--- config.mk ---
export PLATFORM = sky130hd
export DESIGN_NAME = acc_lowpower_ctrl
export DESIGN_NICKNAME = d
export VERILOG_FILES = /design/src/rtl/acc_pkg.sv /design/src/rtl/acc_lowpower_ctrl.sv
export SDC_FILE = /design/constraint.sdc
export NUM_CORES = 1
export LEC_CHECK = 0
export ABC_CLOCK_PERIOD_IN_PS = 7400
export BUFFER_PORTS_ARGS = -buffer_cell sky130_fd_sc_hd__buf_2
export CAP_MARGIN = 20
export CORE_ASPECT_RATIO = 1.75
export CORE_MARGIN = 2
export CORE_UTILIZATION = 40
export DETAILED_ROUTE_END_ITERATION = 6
export PLACE_DENSITY = 0.63
export SYNTH_ARGS = -nofsm -noshare
export SYNTH_HDL_FRONTEND = slang
export SYNTH_SLANG_ARGS = --single-unit
--- constraint.sdc ---
create_clock -name core_clk -period 7.4 [get_ports core_clk]
set_clock_uncertainty 0.05 [all_clocks]
set_input_delay 0.74 -clock core_clk [delete_from_list [all_inputs] [get_ports core_clk]]
set_output_delay 0.74 -clock core_clk [all_outputs]
set_load 0.01 [all_outputs]
--- src/rtl/acc_pkg.sv ---
package acc_pkg;

    // ------------------------------------------------------------
    // Register byte addresses (APB, one word each)
    // ------------------------------------------------------------
    localparam logic [7:0] ADDR_CONTROL_ONE = 8'h00;
    localparam logic [7:0] ADDR_CONTROL_TWO = 8'h04;
    localparam logic [7:0] ADDR_RESULT_HIGH = 8'h08;
    localparam logic [7:0] ADDR_RESULT_LOW = 8'h0c;
    localparam logic [7:0] ADDR_CMP_HIGH = 8'h10;
    localparam logic [7:0] ADDR_CMP_LOW = 8'h14;
    localparam logic [7:0] ADDR_CONFIG = 8'h18;
    localparam logic [7:0] ADDR_PIN_ONE = 8'h1c;
    localparam logic [7:0] ADDR_PIN_TWO = 8'h20;

    // ------------------------------------------------------------
    // Field positions
    // ------------------------------------------------------------
    localparam int CFG_LOW_POWER = 7;
    localparam int CFG_DIV_HI = 6;
    localparam int CFG_DIV_LO = 5;
    localparam int CFG_LONG_SAMPLE = 4;
    localparam int CFG_MODE_HI = 3;
    localparam int CFG_MODE_LO = 2;
    localparam int CFG_CLK_HI = 1;
    localparam int CFG_CLK_LO = 0;
    localparam int CT2_ACTIVE = 7;
    localparam int CT2_HW_TRIG = 6;
    localparam int CT2_CMP_EN = 5;
    localparam int CT2_CMP_GT = 4;
    localparam int CT1_DONE = 7;
    localparam int CT1_IRQ_EN = 6;
    localparam int CT1_CONT = 5;
    localparam int CT1_CH_HI = 4;

    // ------------------------------------------------------------
    // Encodings and reset values
    // ------------------------------------------------------------
    localparam logic [1:0] MODE_8BIT = 2'h0;
    localparam logic [1:0] MODE_10BIT = 2'h2;
    localparam logic [1:0] CLK_BUS = 2'h0;
    localparam logic [1:0] CLK_ASYNC = 2'h3;
    localparam logic [4:0] CH_DISABLED = 5'h1f;
    localparam logic [7:0] CONFIG_RESET = 8'h00;
    localparam logic [7:0] CT2_WR_MASK = 8'h70;
    localparam logic [7:0] CT1_RESET = 8'h1f;
    localparam logic [7:0] ZERO8 = 8'h00;

    // ------------------------------------------------------------
    // Timing: converter clock cycles per conversion phase
    // ------------------------------------------------------------
    localparam logic [5:0] SAMPLE_SHORT = 6'h04;
    localparam logic [5:0] SAMPLE_LONG = 6'h18;
    localparam logic [5:0] APPROX_8BIT = 6'h10;
    localparam logic [5:0] APPROX_10BIT = 6'h13;

    typedef enum logic [2:0]
    {
        ST_IDLE = 3'b001,
        ST_SAMPLE = 3'b010,
        ST_CONVERT = 3'b100
    } acc_state_type;

endpackage

--- src/rtl/acc_lowpower_ctrl.sv ---
`timescale 1ns/1ps
`default_nettype none

module acc_lowpower_ctrl
    import acc_pkg::*;
(
    input wire logic core_clk,
    input wire logic sys_rst,
    input wire logic psel,
    input wire logic penable,
    input wire logic pwrite,
    input wire logic [7:0] paddr,
    input wire logic [31:0] pwdata,
    output logic [31:0] prdata,
    output logic pready,
    output logic pslverr,
    input wire logic stop3Req,
    input wire logic stopDeepReq,
    input wire logic hwTrigger,
    input wire logic asyncClkTick,
    input wire logic [9:0] analogSample,
    output logic [4:0] channelSelect,
    output logic convActive,
    output logic doneIrq,
    output logic [7:0] pinDigitalDisableOne,
    output logic [7:0] pinDigitalDisableTwo
);

    // ------------------------------------------------------------
    // State record
    // ------------------------------------------------------------
    typedef struct packed {
        logic [7:0] config_;
        logic [7:0] ctrlTwo;
        logic [7:0] ctrlOne;
        logic [9:0] result;
        logic [9:0] cmpValue;
        logic [7:0] pinOne;
        logic [7:0] pinTwo;
        acc_state_type state;
        logic [5:0] phaseCnt;
        logic [2:0] divCnt;
        logic highRead;
        logic inStop3;
        logic [1:0] trigSync;
        logic trigSeen;
        logic [1:0] ackSync;
        logic ackSeen;
        logic [31:0] rdata;
        logic ready;
        logic err;
        logic irq;
    } acc_regs_type;

    acc_regs_type state_reg;
    acc_regs_type state_next;

    logic accessPhase;
    logic convTick;
    logic trigEdge;
    logic asyncSel;
    logic tenBit;
    logic [9:0] sampleMasked;
    logic [10:0] cmpDiff;
    logic cmpHit;
    logic doneTransfer;
    logic [5:0] approxLen;
    logic doneSet;

    // ------------------------------------------------------------
    // Derived combinational terms
    // ------------------------------------------------------------
    assign accessPhase = psel && penable && !state_reg.ready;
    assign asyncSel = state_reg.config_[CFG_CLK_HI:CFG_CLK_LO] == CLK_ASYNC;
    assign tenBit = state_reg.config_[CFG_MODE_HI:CFG_MODE_LO] == MODE_10BIT;
    assign trigEdge = state_reg.trigSync[1] && !state_reg.trigSeen;
    assign approxLen = tenBit ? APPROX_10BIT : APPROX_8BIT;
    // Converter clock: async tick in async mode, else divided bus clock
    always_comb
    begin
        convTick = 1'b0;
        if (asyncSel)
        begin
            convTick = state_reg.ackSync[1] && !state_reg.ackSeen;
        end
        else
        begin
            case (state_reg.config_[CFG_DIV_HI:CFG_DIV_LO])
                2'h0: convTick = 1'b1;
                2'h1: convTick = state_reg.divCnt[0:0] == 1'b1;
                2'h2: convTick = state_reg.divCnt[1:0] == 2'h3;
                default: convTick = state_reg.divCnt == 3'h7;
            endcase
        end
    end

    // Difference against threshold; 8-bit mode drops low two bits
    assign sampleMasked = tenBit ? analogSample : {2'h0, analogSample[9:2]};
    assign cmpDiff = {1'b0, sampleMasked} - {1'b0, state_reg.cmpValue};
    // Borrow means sample below threshold
    assign cmpHit = state_reg.ctrlTwo[CT2_CMP_GT] ? !cmpDiff[10] : cmpDiff[10];
    // Transfer blocked while a 10-bit high byte is half read
    assign doneTransfer = (!state_reg.ctrlTwo[CT2_CMP_EN] || cmpHit)
        && !(tenBit && state_reg.highRead);
    // Result lands in the result bytes this cycle
    assign doneSet = state_reg.state == ST_CONVERT && convTick
        && state_reg.phaseCnt + 6'h1 >= approxLen && doneTransfer;

    // ------------------------------------------------------------
    // Next state
    // ------------------------------------------------------------
    always_comb
    begin
        state_next = state_reg;
        state_next.ready = 1'b0;
        state_next.err = 1'b0;
        state_next.trigSync = {state_reg.trigSync[0], hwTrigger};
        state_next.trigSeen = state_reg.trigSync[1];
        state_next.ackSync = {state_reg.ackSync[0], asyncClkTick};
        state_next.ackSeen = state_reg.ackSync[1];
        state_next.divCnt = state_reg.divCnt + 3'h1;
        state_next.inStop3 = stop3Req;

        // Conversion sequencer
        case (state_reg.state)
            ST_IDLE:
            begin
                if (state_reg.ctrlTwo[CT2_HW_TRIG] && trigEdge
                    && state_reg.ctrlOne[CT1_CH_HI:0] != CH_DISABLED)
                begin
                    state_next.state = ST_SAMPLE;
                    state_next.phaseCnt = 6'h0;
                end
            end
            ST_SAMPLE:
            begin
                if (convTick)
                begin
                    state_next.phaseCnt = state_reg.phaseCnt + 6'h1;
                    if (state_reg.phaseCnt + 6'h1 >= (state_reg.config_[CFG_LONG_SAMPLE]
                        ? SAMPLE_LONG : SAMPLE_SHORT))
                    begin
                        state_next.state = ST_CONVERT;
                        state_next.phaseCnt = 6'h0;
                    end
                end
            end
            ST_CONVERT:
            begin
                if (convTick)
                begin
                    state_next.phaseCnt = state_reg.phaseCnt + 6'h1;
                    if (state_reg.phaseCnt + 6'h1 >= approxLen)
                    begin
                        // Completion works in stop3 too when async clock runs
                        state_next.state = ST_IDLE;
                        if (doneTransfer)
                        begin
                            state_next.result = state_reg.ctrlTwo[CT2_CMP_EN]
                                ? cmpDiff[9:0] : sampleMasked;
                            state_next.ctrlOne[CT1_DONE] = 1'b1;
                        end
                        // Blocked: retry unless single compare miss
                        if ((!doneTransfer && !(state_reg.ctrlTwo[CT2_CMP_EN] && !cmpHit))
                            || state_reg.ctrlOne[CT1_CONT])
                        begin
                            state_next.state = ST_SAMPLE;
                            state_next.phaseCnt = 6'h0;
                        end
                    end
                end
            end
            default:
            begin
                state_next.state = ST_IDLE;
            end
        endcase

        // Register bus writes and reads
        if (accessPhase)
        begin
            state_next.ready = 1'b1;
            state_next.rdata = 32'h0;
            if (pwrite)
            begin
                if (paddr == ADDR_CONTROL_ONE)
                begin
                    state_next.ctrlOne = {1'b0, pwdata[6:0]};
                    state_next.state = ST_IDLE;
                    state_next.phaseCnt = 6'h0;
                    if (pwdata[CT1_CH_HI:0] != CH_DISABLED && !state_reg.ctrlTwo[CT2_HW_TRIG])
                    begin
                        state_next.state = ST_SAMPLE;
                    end
                end
                else if (paddr == ADDR_CONTROL_TWO)
                begin
                    state_next.ctrlTwo = pwdata[7:0] & CT2_WR_MASK;
                    state_next.state = ST_IDLE;
                end
                else if (paddr == ADDR_CMP_HIGH)
                begin
                    state_next.cmpValue[9:8] = pwdata[1:0];
                    state_next.state = ST_IDLE;
                end
                else if (paddr == ADDR_CMP_LOW)
                begin
                    state_next.cmpValue[7:0] = pwdata[7:0];
                    state_next.state = ST_IDLE;
                end
                else if (paddr == ADDR_CONFIG)
                begin
                    state_next.config_ = pwdata[7:0];
                    state_next.state = ST_IDLE;
                end
                else if (paddr == ADDR_PIN_ONE)
                begin
                    state_next.pinOne = pwdata[7:0];
                end
                else if (paddr == ADDR_PIN_TWO)
                begin
                    state_next.pinTwo = pwdata[7:0];
                end
                else if (paddr != ADDR_RESULT_HIGH && paddr != ADDR_RESULT_LOW)
                begin
                    state_next.err = 1'b1;
                end
            end
            else
            begin
                if (paddr == ADDR_CONTROL_ONE)
                begin
                    state_next.rdata = {24'h0, state_reg.ctrlOne};
                end
                else if (paddr == ADDR_CONTROL_TWO)
                begin
                    // Active flag live; bits 3:0 always zero
                    state_next.rdata = {24'h0, state_reg.state != ST_IDLE,
                        state_reg.ctrlTwo[6:4], 4'h0};
                end
                else if (paddr == ADDR_RESULT_HIGH)
                begin
                    state_next.rdata = {30'h0, state_reg.result[9:8]};
                    state_next.highRead = 1'b1;
                end
                else if (paddr == ADDR_RESULT_LOW)
                begin
                    state_next.rdata = {24'h0, state_reg.result[7:0]};
                    state_next.highRead = 1'b0;
                    state_next.ctrlOne[CT1_DONE] = 1'b0;
                end
                else if (paddr == ADDR_CMP_HIGH)
                begin
                    state_next.rdata = {30'h0, state_reg.cmpValue[9:8]};
                end
                else if (paddr == ADDR_CMP_LOW)
                begin
                    state_next.rdata = {24'h0, state_reg.cmpValue[7:0]};
                end
                else if (paddr == ADDR_CONFIG)
                begin
                    state_next.rdata = {24'h0, state_reg.config_};
                end
                else if (paddr == ADDR_PIN_ONE)
                begin
                    state_next.rdata = {24'h0, state_reg.pinOne};
                end
                else if (paddr == ADDR_PIN_TWO)
                begin
                    state_next.rdata = {24'h0, state_reg.pinTwo};
                end
                else
                begin
                    state_next.err = 1'b1;
                end
            end
        end

        // Stop3 entry without async clock: abort, results kept
        if (stop3Req && !state_reg.inStop3 && !asyncSel)
        begin
            state_next.state = ST_IDLE;
            state_next.phaseCnt = 6'h0;
        end
        // Held idle while stopped; trigger only counts after exit
        if (stop3Req && !asyncSel)
        begin
            state_next.state = ST_IDLE;
        end

        // Completion wins over a same-cycle low-byte read, else it is lost
        if (doneSet && accessPhase && !pwrite && paddr == ADDR_RESULT_LOW)
        begin
            state_next.ctrlOne[CT1_DONE] = 1'b1;
        end

        state_next.irq = state_next.ctrlOne[CT1_DONE] && state_next.ctrlOne[CT1_IRQ_EN];
    end

    // ------------------------------------------------------------
    // State register; deep stop resets all fields except the trigSync and ackSync synchronisers
    // ------------------------------------------------------------
    always_ff @(posedge core_clk or posedge sys_rst)
    begin
        if (sys_rst)
        begin
            state_reg <= '{config_: CONFIG_RESET, ctrlTwo: ZERO8, ctrlOne: CT1_RESET,
                result: 10'h0, cmpValue: 10'h0, pinOne: ZERO8, pinTwo: ZERO8,
                state: ST_IDLE, phaseCnt: 6'h0, divCnt: 3'h0, highRead: 1'b0,
                inStop3: 1'b0, trigSync: 2'h0, trigSeen: 1'b0, ackSync: 2'h0,
                ackSeen: 1'b0, rdata: 32'h0, ready: 1'b0, err: 1'b0, irq: 1'b0};
        end
        else if (stopDeepReq)
        begin
            // Registers return to reset values and converter stays off
            state_reg <= '{config_: CONFIG_RESET, ctrlTwo: ZERO8, ctrlOne: CT1_RESET,
                result: 10'h0, cmpValue: 10'h0, pinOne: ZERO8, pinTwo: ZERO8,
                state: ST_IDLE, phaseCnt: 6'h0, divCnt: 3'h0, highRead: 1'b0,
                inStop3: 1'b0, trigSync: state_next.trigSync, trigSeen: 1'b0,
                ackSync: state_next.ackSync, ackSeen: 1'b0, rdata: 32'h0,
                ready: 1'b0, err: 1'b0, irq: 1'b0};
        end
        else
        begin
            state_reg <= state_next;
        end
    end

    // ------------------------------------------------------------
    // Outputs, all from flip-flops
    // ------------------------------------------------------------
    assign prdata = state_reg.rdata;
    assign pready = state_reg.ready;
    assign pslverr = state_reg.err;
    assign channelSelect = state_reg.ctrlOne[CT1_CH_HI:0];
    assign convActive = state_reg.state != ST_IDLE;
    assign doneIrq = state_reg.irq;
    assign pinDigitalDisableOne = state_reg.pinOne;
    assign pinDigitalDisableTwo = state_reg.pinTwo;

endmodule // acc_lowpower_ctrl

`default_nettype wire

Yosys cells after proc, flatten, opt, wreduce, memory -nomap -nowiden

Cells that the tools add are included.

Reduce and logical (&&, ||, !) cells: 62
Multiplexer cells: 96
Equal/unequal tests: 29
Add/subtract/negate cells: 3
Order comparisons: 2

Operators with widths:

| kind                                                                    | count |
|---|---|
| 8-bit 2-to-1 mux                                                        | 21 |
| 115-bit 2-to-1 mux                                                      | 1 |
| 35-bit 2-to-1 mux                                                       | 2 |
| 16-bit 2-to-1 mux                                                       | 4 |
| 10-bit 2-to-1 mux                                                       | 6 |
| 9-bit 2-to-1 mux                                                        | 6 |
| 26-bit 2-to-1 mux                                                       | 2 |
| 24-bit 2-to-1 mux                                                       | 2 |
| 1-bit 2-to-1 mux                                                        | 36 |
| 34-bit 2-to-1 mux                                                       | 1 |
| 8-bit by 5-bit == test with 1-bit output, second input constant         | 4 |
| 2-bit nonzero test                                                      | 13 |
| 1-bit logical AND                                                       | 22 |
| 3-bit 2-to-1 mux                                                        | 6 |
| 6-bit one-hot mux with 3 select lines                                   | 1 |
| 8-bit by 4-bit == test with 1-bit output, second input constant         | 2 |
| 8-bit by 4-bit inequality test with 1-bit output, second input constant | 2 |
| 1-bit logical NOT                                                       | 13 |
| 6-bit by 5-bit greater-or-equal comparator with 1-bit output            | 2 |
| 2-bit inequality test, second input constant                            | 6 |
| 10-bit by 10-bit subtractor with 11-bit output                          | 1 |
| 5-bit inequality test, second input constant                            | 2 |
| 5-bit AND reduction                                                     | 2 |
| 3-bit one-hot mux with 3 select lines                                   | 1 |
| 26 further kinds                                                        | 34 |

Output and inout bits: 57
Input bits: 59
Register bits: 114

Longest topological paths before layout

Gate-level depths: netlist of the first run.

Depth after elaboration: 24
Mapped depth: 13

Worst setup path before layout of the first run

No wires, ideal clock.

Path kind: register to register
From: register state_reg[110] (netlist name)
To: register state_reg[83] (netlist name)
Library setup time: 0.120 ns
Data arrival time: 2.982 ns
Clock period less this slack: 3.152 ns
Path slack: 4.248 ns
Cell stages (with the launch flop): 12
Path buffers: 2
Cells stage by stage: dfrtp_1 -> nor2b_1 -> buf_2 -> mux2_2 -> ha_1 -> nor2b_4 -> o2111a_1 -> o21a_1 -> o221ai_2 -> nand4_4 -> buf_4 -> a31o_2

Longest elaborated chain between the ends: 9

RTL lines:

| what                                                             | line                                               | source |
|---|---|---|
| from (decl)                                                      | acc_lowpower_ctrl.sv:55                            | `acc_regs_type state_reg;` |
| from (signal assigned)                                           | acc_lowpower_ctrl.sv:307                           | `state_reg <= '{config_: CONFIG_RESET, ctrlTwo: ZERO8, ctrlOne: CT1_RESET,` |
| from (signal assigned)                                           | acc_lowpower_ctrl.sv:316                           | `state_reg <= '{config_: CONFIG_RESET, ctrlTwo: ZERO8, ctrlOne: CT1_RESET,` |
| from (signal assigned)                                           | acc_lowpower_ctrl.sv:325                           | `state_reg <= state_next;` |
| 2-bit == test *                                                  | acc_lowpower_ctrl.sv:75                            | `assign tenBit = state_reg.config_[CFG_MODE_HI:CFG_MODE_LO] == MODE_10BIT;` |
| 10-bit 2-to-1 mux                                                | acc_lowpower_ctrl.sv:98                            | `assign sampleMasked = tenBit ? analogSample : {2'h0, analogSample[9:2]};` |
| 10-bit by 10-bit subtractor with 11-bit output                   | acc_lowpower_ctrl.sv:99                            | `assign cmpDiff = {1'b0, sampleMasked} - {1'b0, state_reg.cmpValue};` |
| 10-bit 2-to-1 mux / 1-bit logical NOT (equally long branches)    | acc_lowpower_ctrl.sv:160, acc_lowpower_ctrl.sv:101 |  |
| 10-bit 2-to-1 mux / 1-bit 2-to-1 mux (equally long branches)     | acc_lowpower_ctrl.sv:157, acc_lowpower_ctrl.sv:101 |  |
| 10-bit 2-to-1 mux / 1-bit logical OR (equally long branches)     | acc_lowpower_ctrl.sv:153, acc_lowpower_ctrl.sv:103 |  |
| 10-bit 2-to-1 mux / 1-bit logical AND (equally long branches)    | acc_lowpower_ctrl.sv:150, acc_lowpower_ctrl.sv:104 |  |
| 10-bit 2-to-1 mux / 2-bit nonzero test (equally long branches)   | --                                                 |  |
| 115-bit 2-to-1 mux / 4-bit AND reduction (equally long branches) | --                                                 |  |

Every way passes the cells marked *; elsewhere a longest branch is shown, timed or not. The select of a mux whose other input is x is not followed.
A chain may end at the register's enable or synchronous reset.

Final worst setup path of the first run

From: register state_reg[109] (netlist name)
To: register state_reg[82] (netlist name)

The elaborated chain is that of the path after synthesis.

==> impl_metrics.env, run 1 <==
export IMPL_synthTopCellsByCount="nand2_1, dfrtp_1, o21ai_0, buf_4, a21oi_1"
export IMPL_grt_max_degree=87
export IMPL_die_h_um=160
export IMPL_arrival_ns=3.68
export IMPL_critical_path_max_fanout=19
export IMPL_viasPerCell=5.50
export IMPL_async_reset_ff_share_pct=100
export IMPL_synth_area_um2=5570
export IMPL_syn_mean_instance_area_um2=8.61
export IMPL_final_nets=754
export IMPL_fillers=1376
export IMPL_core_area_um2=13800
export IMPL_fin_setup_tns_ns=0
export IMPL_cts_tree="done"
export IMPL_final_core_util_pct=44.5
export IMPL_rsz0062_at_grt="no"
export IMPL_drt_iter0_markers=347
export IMPL_drv_cap=0
export IMPL_post_place_cells=838
export IMPL_ys_seq_elements=86
export IMPL_grt_first_pass_wirelength_mm=24.2
export IMPL_yosysWarnings=0
export IMPL_endpoint_kind="flip-flop"
export IMPL_cts_htree_levels=3
export IMPL_fin_crit_ns=3.47
export IMPL_cts_sinks=86
export IMPL_p_per_area_nw_per_um2=187
export IMPL_initial_core_util_pct=40.5
export IMPL_gp_congestion=0.921
export IMPL_wl_mm=15.1
export IMPL_hp_class="reg2reg"
export IMPL_hold_viol_final=0
export IMPL_syn2layout_area_growth_pct=9.97
export IMPL_max_vdd_ir_drop_mv=0.148
export IMPL_postSynthCellCount=647
export IMPL_antenna_found_initial=0
export IMPL_grtUsageTotal_pct=20.9
export IMPL_synth_distinct_cells=82
export IMPL_grt_ovfl_total=0
export IMPL_diodes=0
export IMPL_detail_route_wl_per_cell_um=17.6
export IMPL_hold_buffers=0
export IMPL_synthTopCellsByArea="dfrtp_1, buf_4, nand2_1"
export IMPL_finalCritPeriodShare_pct=46.9
export IMPL_clk_pin_slew_ns=0.07
export IMPL_ctsResizeCount=0
export IMPL_post_cts_buffers=0
export IMPL_power_leakage_nw=2.79
export IMPL_dieArea_um2=14900
export IMPL_vias=4728
export IMPL_drive_above_1_share_pct=18.6
export IMPL_numCtsBuffers=9
export IMPL_grt_pass1_vias=4613
export IMPL_synth_top_area_share_pct=35.9
export IMPL_layout_cells_non_filler=859
export IMPL_drv_slew=0
export IMPL_insertion_delay_ns=0.35
export IMPL_ioPinCount=116
export IMPL_worstSetupStartpointType="flip-flop"
export IMPL_die_w_um=93.2
export IMPL_timing_hold_ws_ns=0.299
export IMPL_clock_path_buffers=2
export IMPL_post_synth_top_count_cell="nand2_1"
export IMPL_ys_seq_area_share_pct=38.8
export IMPL_setup_worst_path_class="reg2reg"
export IMPL_numPortBuffers=67
export IMPL_max_freq_mhz=288
export IMPL_tightest_slew_ns=0.923
export IMPL_pre_cts_ws_ns=3.90
export IMPL_synth_edf_count=0
export IMPL_setup_slack_ns=3.93
export IMPL_ant_nets=0
export IMPL_dp_hpwl_mm=11.7
export IMPL_cts_root_buf="clkbuf_16"
export IMPL_dr_pass1_iters=5
export IMPL_synth_ff_type="dfrtp_1"
export IMPL_yosys_area_top_type="dfrtp_1"
export IMPL_slew_limit_headroom_pct=38.0
export IMPL_p_total_mw=1.14
export IMPL_largest_register_ffs=50
export IMPL_postPlaceCellArea_um2=5720
export IMPL_crit_required_ns=7.61
export IMPL_rows=57
export IMPL_finish_instance_area_um2=6130
export IMPL_setup_violations=0
export IMPL_status="finished clean"
export IMPL_drc=0
[logic make-up (layout without fill, tap and decap cells)]
family / Yosys count / after routing / share of synthesized area, %
AOI/OAI and AO/OA: 176 / 176 / 19.9
xor gates and xnor gates: 11 / 11 / 1.86
adders and majority gates: 18 / 18 / 4.18
buffers and inverters: 106 / 118 / 11.0
DFF: 86 / 86 / 38.8
muxes: 16 / 16 / 3.08
other: 1 / 24 / 0.0673
and+or+nand+nor: 233 / 233 / 21.2
[final timing paths]
kind / cells past startpoint / endpoint / start / slack (ns)
hold reg to reg: 0 / state_next[38] / state_next[40] / 0.30
setup / recovery: 12 / state_reg[82] / state_reg[109] / 3.93
hold / removal: 0 / state_next[38] / state_next[40] / 0.30
min in group asynchronous: 3 / state_reg[44] / sys_rst / 0.36
max in group asynchronous: 4 / state_reg[52] / sys_rst / 6.29
setup reg to reg: 12 / state_reg[82] / state_reg[109] / 3.93
[cell type report]
class	count	area (µm²)	area share [%]
flip-flops and latches	86	2160	35.2
clock inverters	7	120	1.96
well taps	177	221	3.61
multi-input cells	478	2890	47.1
repair buffers	74	408	6.66
clock buffers	9	225	3.68
inverters	28	106	1.74
[cells in the final DEF, fill, tap and decap left out, types with 7 or more instances in the layout]
| master | count |
|---|---|
| a21oi_1 | 39 |
| a31oi_1 | 10 |
| and2_1 | 8 |
| and3_1 | 7 |
| buf_2 | 67 |
| clkbuf_16 | 9 |
| conb_1 | 24 |
| dfrtp_1 | 80 |
| ha_1 | 17 |
| inv_1 | 25 |
| mux2_2 | 9 |
| mux2i_1 | 7 |
| nand2_1 | 106 |
| nand2b_1 | 7 |
| nand3_1 | 14 |
| nor2_1 | 34 |
| nor2b_1 | 15 |
| nor3_1 | 10 |
| o21ai_0 | 63 |
| xnor2_1 | 7 |
[layer usage]
metal,part of all wire (%),GRT usage [%]
met2,52,36.2
met5,0,0
met3,4.8,3.44
met1,38,24.0
met4,5.2,11.8
[worst max-delay path: stages, from the launching register on]
cell and delay [ns]:
dfrtp_1 0.40, nor2b_1 0.14, buf_4 0.25, mux2i_1 0.14, ha_1 0.21, fa_1 0.43, nor2b_4 0.17, o2111a_1 0.30
nor4_2 0.08, o221ai_2 0.35, nand4_4 0.33, a211o_1 0.37, a21oi_1 0.14
[power breakdown]
group | internal [mW] | leakage, nW | switching (mW)
clock | 0.332 | 0.172 | 0.194
combinational | 0.0454 | 1.46 | 0.0869
sequential | 0.479 | 1.16 | 0.00762
(Power assumes the default switching activity.)
==> run 2: changes to the inputs <==
- ABC_AREA: unset -> 1
- ABC_CLOCK_PERIOD_IN_PS: 7400 -> 3000
- PLACE_DENSITY: 0.63 -> 0.66
- clock period: 7.4 -> 3 ns (I/O delays scaled with it)
==> impl_metrics.env, run 2 <==
export IMPL_r2r_start="state_reg[109]"
export IMPL_async_reset_ff_share_pct=100
export IMPL_diodes=0
export IMPL_ioPinCount=116
export IMPL_r2r_end="state_reg[50]"
export IMPL_cts_sinks=86
export IMPL_fillers=1471
export IMPL_yosys_area_top_type="dfrtp_1"
export IMPL_setup_slack_ns=0.278
export IMPL_critical_path_max_fanout=7
export IMPL_grt_ovfl_total=0
export IMPL_grt_pass1_vias=4770
export IMPL_final_nets=876
export IMPL_drt_iter0_markers=256
export IMPL_clock_path_buffers=2
export IMPL_endpoint_kind="flip-flop"
export IMPL_final_cell_mix="nand2_1, inv_1, dfrtp_1, buf_2, o21ai_0"
export IMPL_ys_seq_elements=86
export IMPL_grt_max_degree=44
export IMPL_gp_congestion=0.983
export IMPL_power_leakage_nw=3.12
export IMPL_setup_worst_path_end="state_reg[50]"
export IMPL_fin_crit_ns=2.72
export IMPL_met2_length_mm=8.20
export IMPL_tightest_slew_ns=1.05
export IMPL_status="finished clean"
export IMPL_worstSetupStartpointType="flip-flop"
export IMPL_final_common_cell="nand2_1"
export IMPL_rsz0062_at_grt="no"
export IMPL_die_w_um=93.7
export IMPL_postPlaceCellArea_um2=5880
export IMPL_syn_mean_instance_area_um2=7.46
export IMPL_crit_buf_inv=2
export IMPL_path_cells="inv_1, nand2_2, nand2_1, o21ai_0, ha_1, fa_1, inv_1, nand3_1, nand4_1, nand3_2, nand2_1, nand3_1, nand2_2, nand2_1, a21oi_1"
export IMPL_ys_seq_area_share_pct=38.4
export IMPL_topRoutingLayerUsed="met4"
export IMPL_numPortBuffers=67
export IMPL_max_vdd_ir_drop_mv=0.198
export IMPL_rows=57
export IMPL_hp_class="in2reg"
export IMPL_post_synth_top_count_cell="nand2_1"
export IMPL_insertion_delay_ns=0.35
export IMPL_p_per_area_nw_per_um2=444
export IMPL_pre_cts_ws_ns=0.159
export IMPL_post_place_cells=963
export IMPL_detail_route_wl_per_cell_um=15.9
export IMPL_cpPeakStageDelay_ns=0.42
export IMPL_setup_violations=0
export IMPL_fin_setup_tns_ns=0
export IMPL_drv_cap=0
export IMPL_dr_pass1_iters=6
export IMPL_vias=4942
export IMPL_post_cts_buffers=0
export IMPL_layout_cells_non_filler=981
export IMPL_holdPathStages=1
export IMPL_max_freq_mhz=367
export IMPL_grtUsageTotal_pct=21.3
export IMPL_wl_mm=15.6
export IMPL_grt_first_pass_wirelength_mm=24.4
export IMPL_cp_common_cell="nand2_1"
export IMPL_dp_hpwl_mm=12.5
export IMPL_p_total_mw=2.76
export IMPL_die_h_um=161
export IMPL_setup_worst_path_class="reg2reg"
export IMPL_r2r_setup_slack_ns=0.28
export IMPL_crit_cells=15
export IMPL_drt_met1_wl_mm=5.51
export IMPL_syn2layout_area_growth_pct=10.5
export IMPL_worstSetupStartpoint="state_reg[109]"
export IMPL_drv_slew=0
export IMPL_clk_pin_slew_ns=0.07
export IMPL_seqPwrFrac_pct=43.8
export IMPL_synth_edf_count=0
export IMPL_switching_share_pct=27.5
export IMPL_numCtsBuffers=9
export IMPL_finish_instance_area_um2=6220
export IMPL_finalCritPeriodShare_pct=90.7
export IMPL_final_core_util_pct=45.0
export IMPL_viasPerCell=5.04
export IMPL_drive_above_1_share_pct=18.3
export IMPL_core_area_um2=13800
export IMPL_synth_area_um2=5630
export IMPL_dieArea_um2=15100
export IMPL_cts_htree_levels=3
export IMPL_yosysWarnings=0
export IMPL_initial_core_util_pct=40.7
export IMPL_internal_power_mw=2.00
export IMPL_critPathSlowestCell="fa_1"
export IMPL_cts_root_buf="clkbuf_16"
export IMPL_pwr_share_clk_pct=43.1
export IMPL_pwr_share_comb_pct=13.1
export IMPL_slew_limit_headroom_pct=30.2
export IMPL_dr_wl_met3_um=726
export IMPL_synth_top_area_share_pct=35.6
export IMPL_synth_ff_type="dfrtp_1"
export IMPL_arrival_ns=2.94
export IMPL_cts_tree="done"
export IMPL_timing_hold_ws_ns=0.0212
export IMPL_synthTopCellsByArea="dfrtp_1, nand2_1, buf_4"
export IMPL_antenna_found_initial=0
export IMPL_cpLargestDelayFamily="simple AND/OR/NAND/NOR gates"
export IMPL_drc=0
export IMPL_hold_viol_final=0
export IMPL_p_sw_uw=760
export IMPL_r2r_cells=15
export IMPL_ant_nets=0
export IMPL_synthTopCellsByCount="nand2_1, inv_1, dfrtp_1, o21ai_0, buf_4"
export IMPL_synth_distinct_cells=49
export IMPL_largest_register_ffs=50
export IMPL_postSynthCellCount=755
export IMPL_crit_required_ns=3.22
run 2: repair_timing:
action	CTS	global route
hold endpoints to repair	15	0
endpoints found under the setup margin	0	18
hold buffers	2	0
resized for setup	0	5
run 2: power groups by stage:
stage | combinational, mW | clock, mW | sequential [mW]
2_1_floorplan | 0.282 | 0 | 1.22
3_3_place_gp | 0.353 | 0 | 1.23
3_5_place_dp | 0.356 | 0 | 1.23
4_1_cts | 0.361 | 1.20 | 1.21
5_1_grt | 0.408 | 1.25 | 1.21
6_report | 0.361 | 1.19 | 1.21
run 2: worst min-delay path by stage:
stage / from / to
CTS: asyncClkTick / state_next[37]
finish: asyncClkTick / state_next[37]
detailed placement: sys_rst / state_next[38]
global placement: sys_rst / state_next[38]
floorplan: state_next[37] / state_next[35]
global route: asyncClkTick / state_next[37]
run 2: layout make-up:
type / instances / area [µm²] / area share (%)
clock buffers: 11 / 253 / 4.06
flip-flops and latches: 86 / 2160 / 34.7
multi-input cells: 526 / 2720 / 43.7
inverters: 99 / 373 / 5.99
repair buffers: 77 / 428 / 6.88
well taps: 177 / 221 / 3.56
clock inverters: 5 / 65.1 / 1.05
run 2: routing by layer:
layer,vias to the layer above,track usage [%]
met4,0,15.1
met5,-,0
met2,160,38.2
li1,2446,-
met1,2273,21.8
met3,63,3.38
run 2: kinds of logic (layout without fill, tap and decap cells):
kind of cell	after synthesis	in the layout	synth area share (%)
flops	86	86	38.4
mux	1	1	0.178
fa+ha+maj	18	18	4.13
simple gates	307	307	23.6
xor+xnor	8	8	1.38
buf+inv	166	192	15.0
compound gates	168	168	17.3
other cells	1	24	0.0666
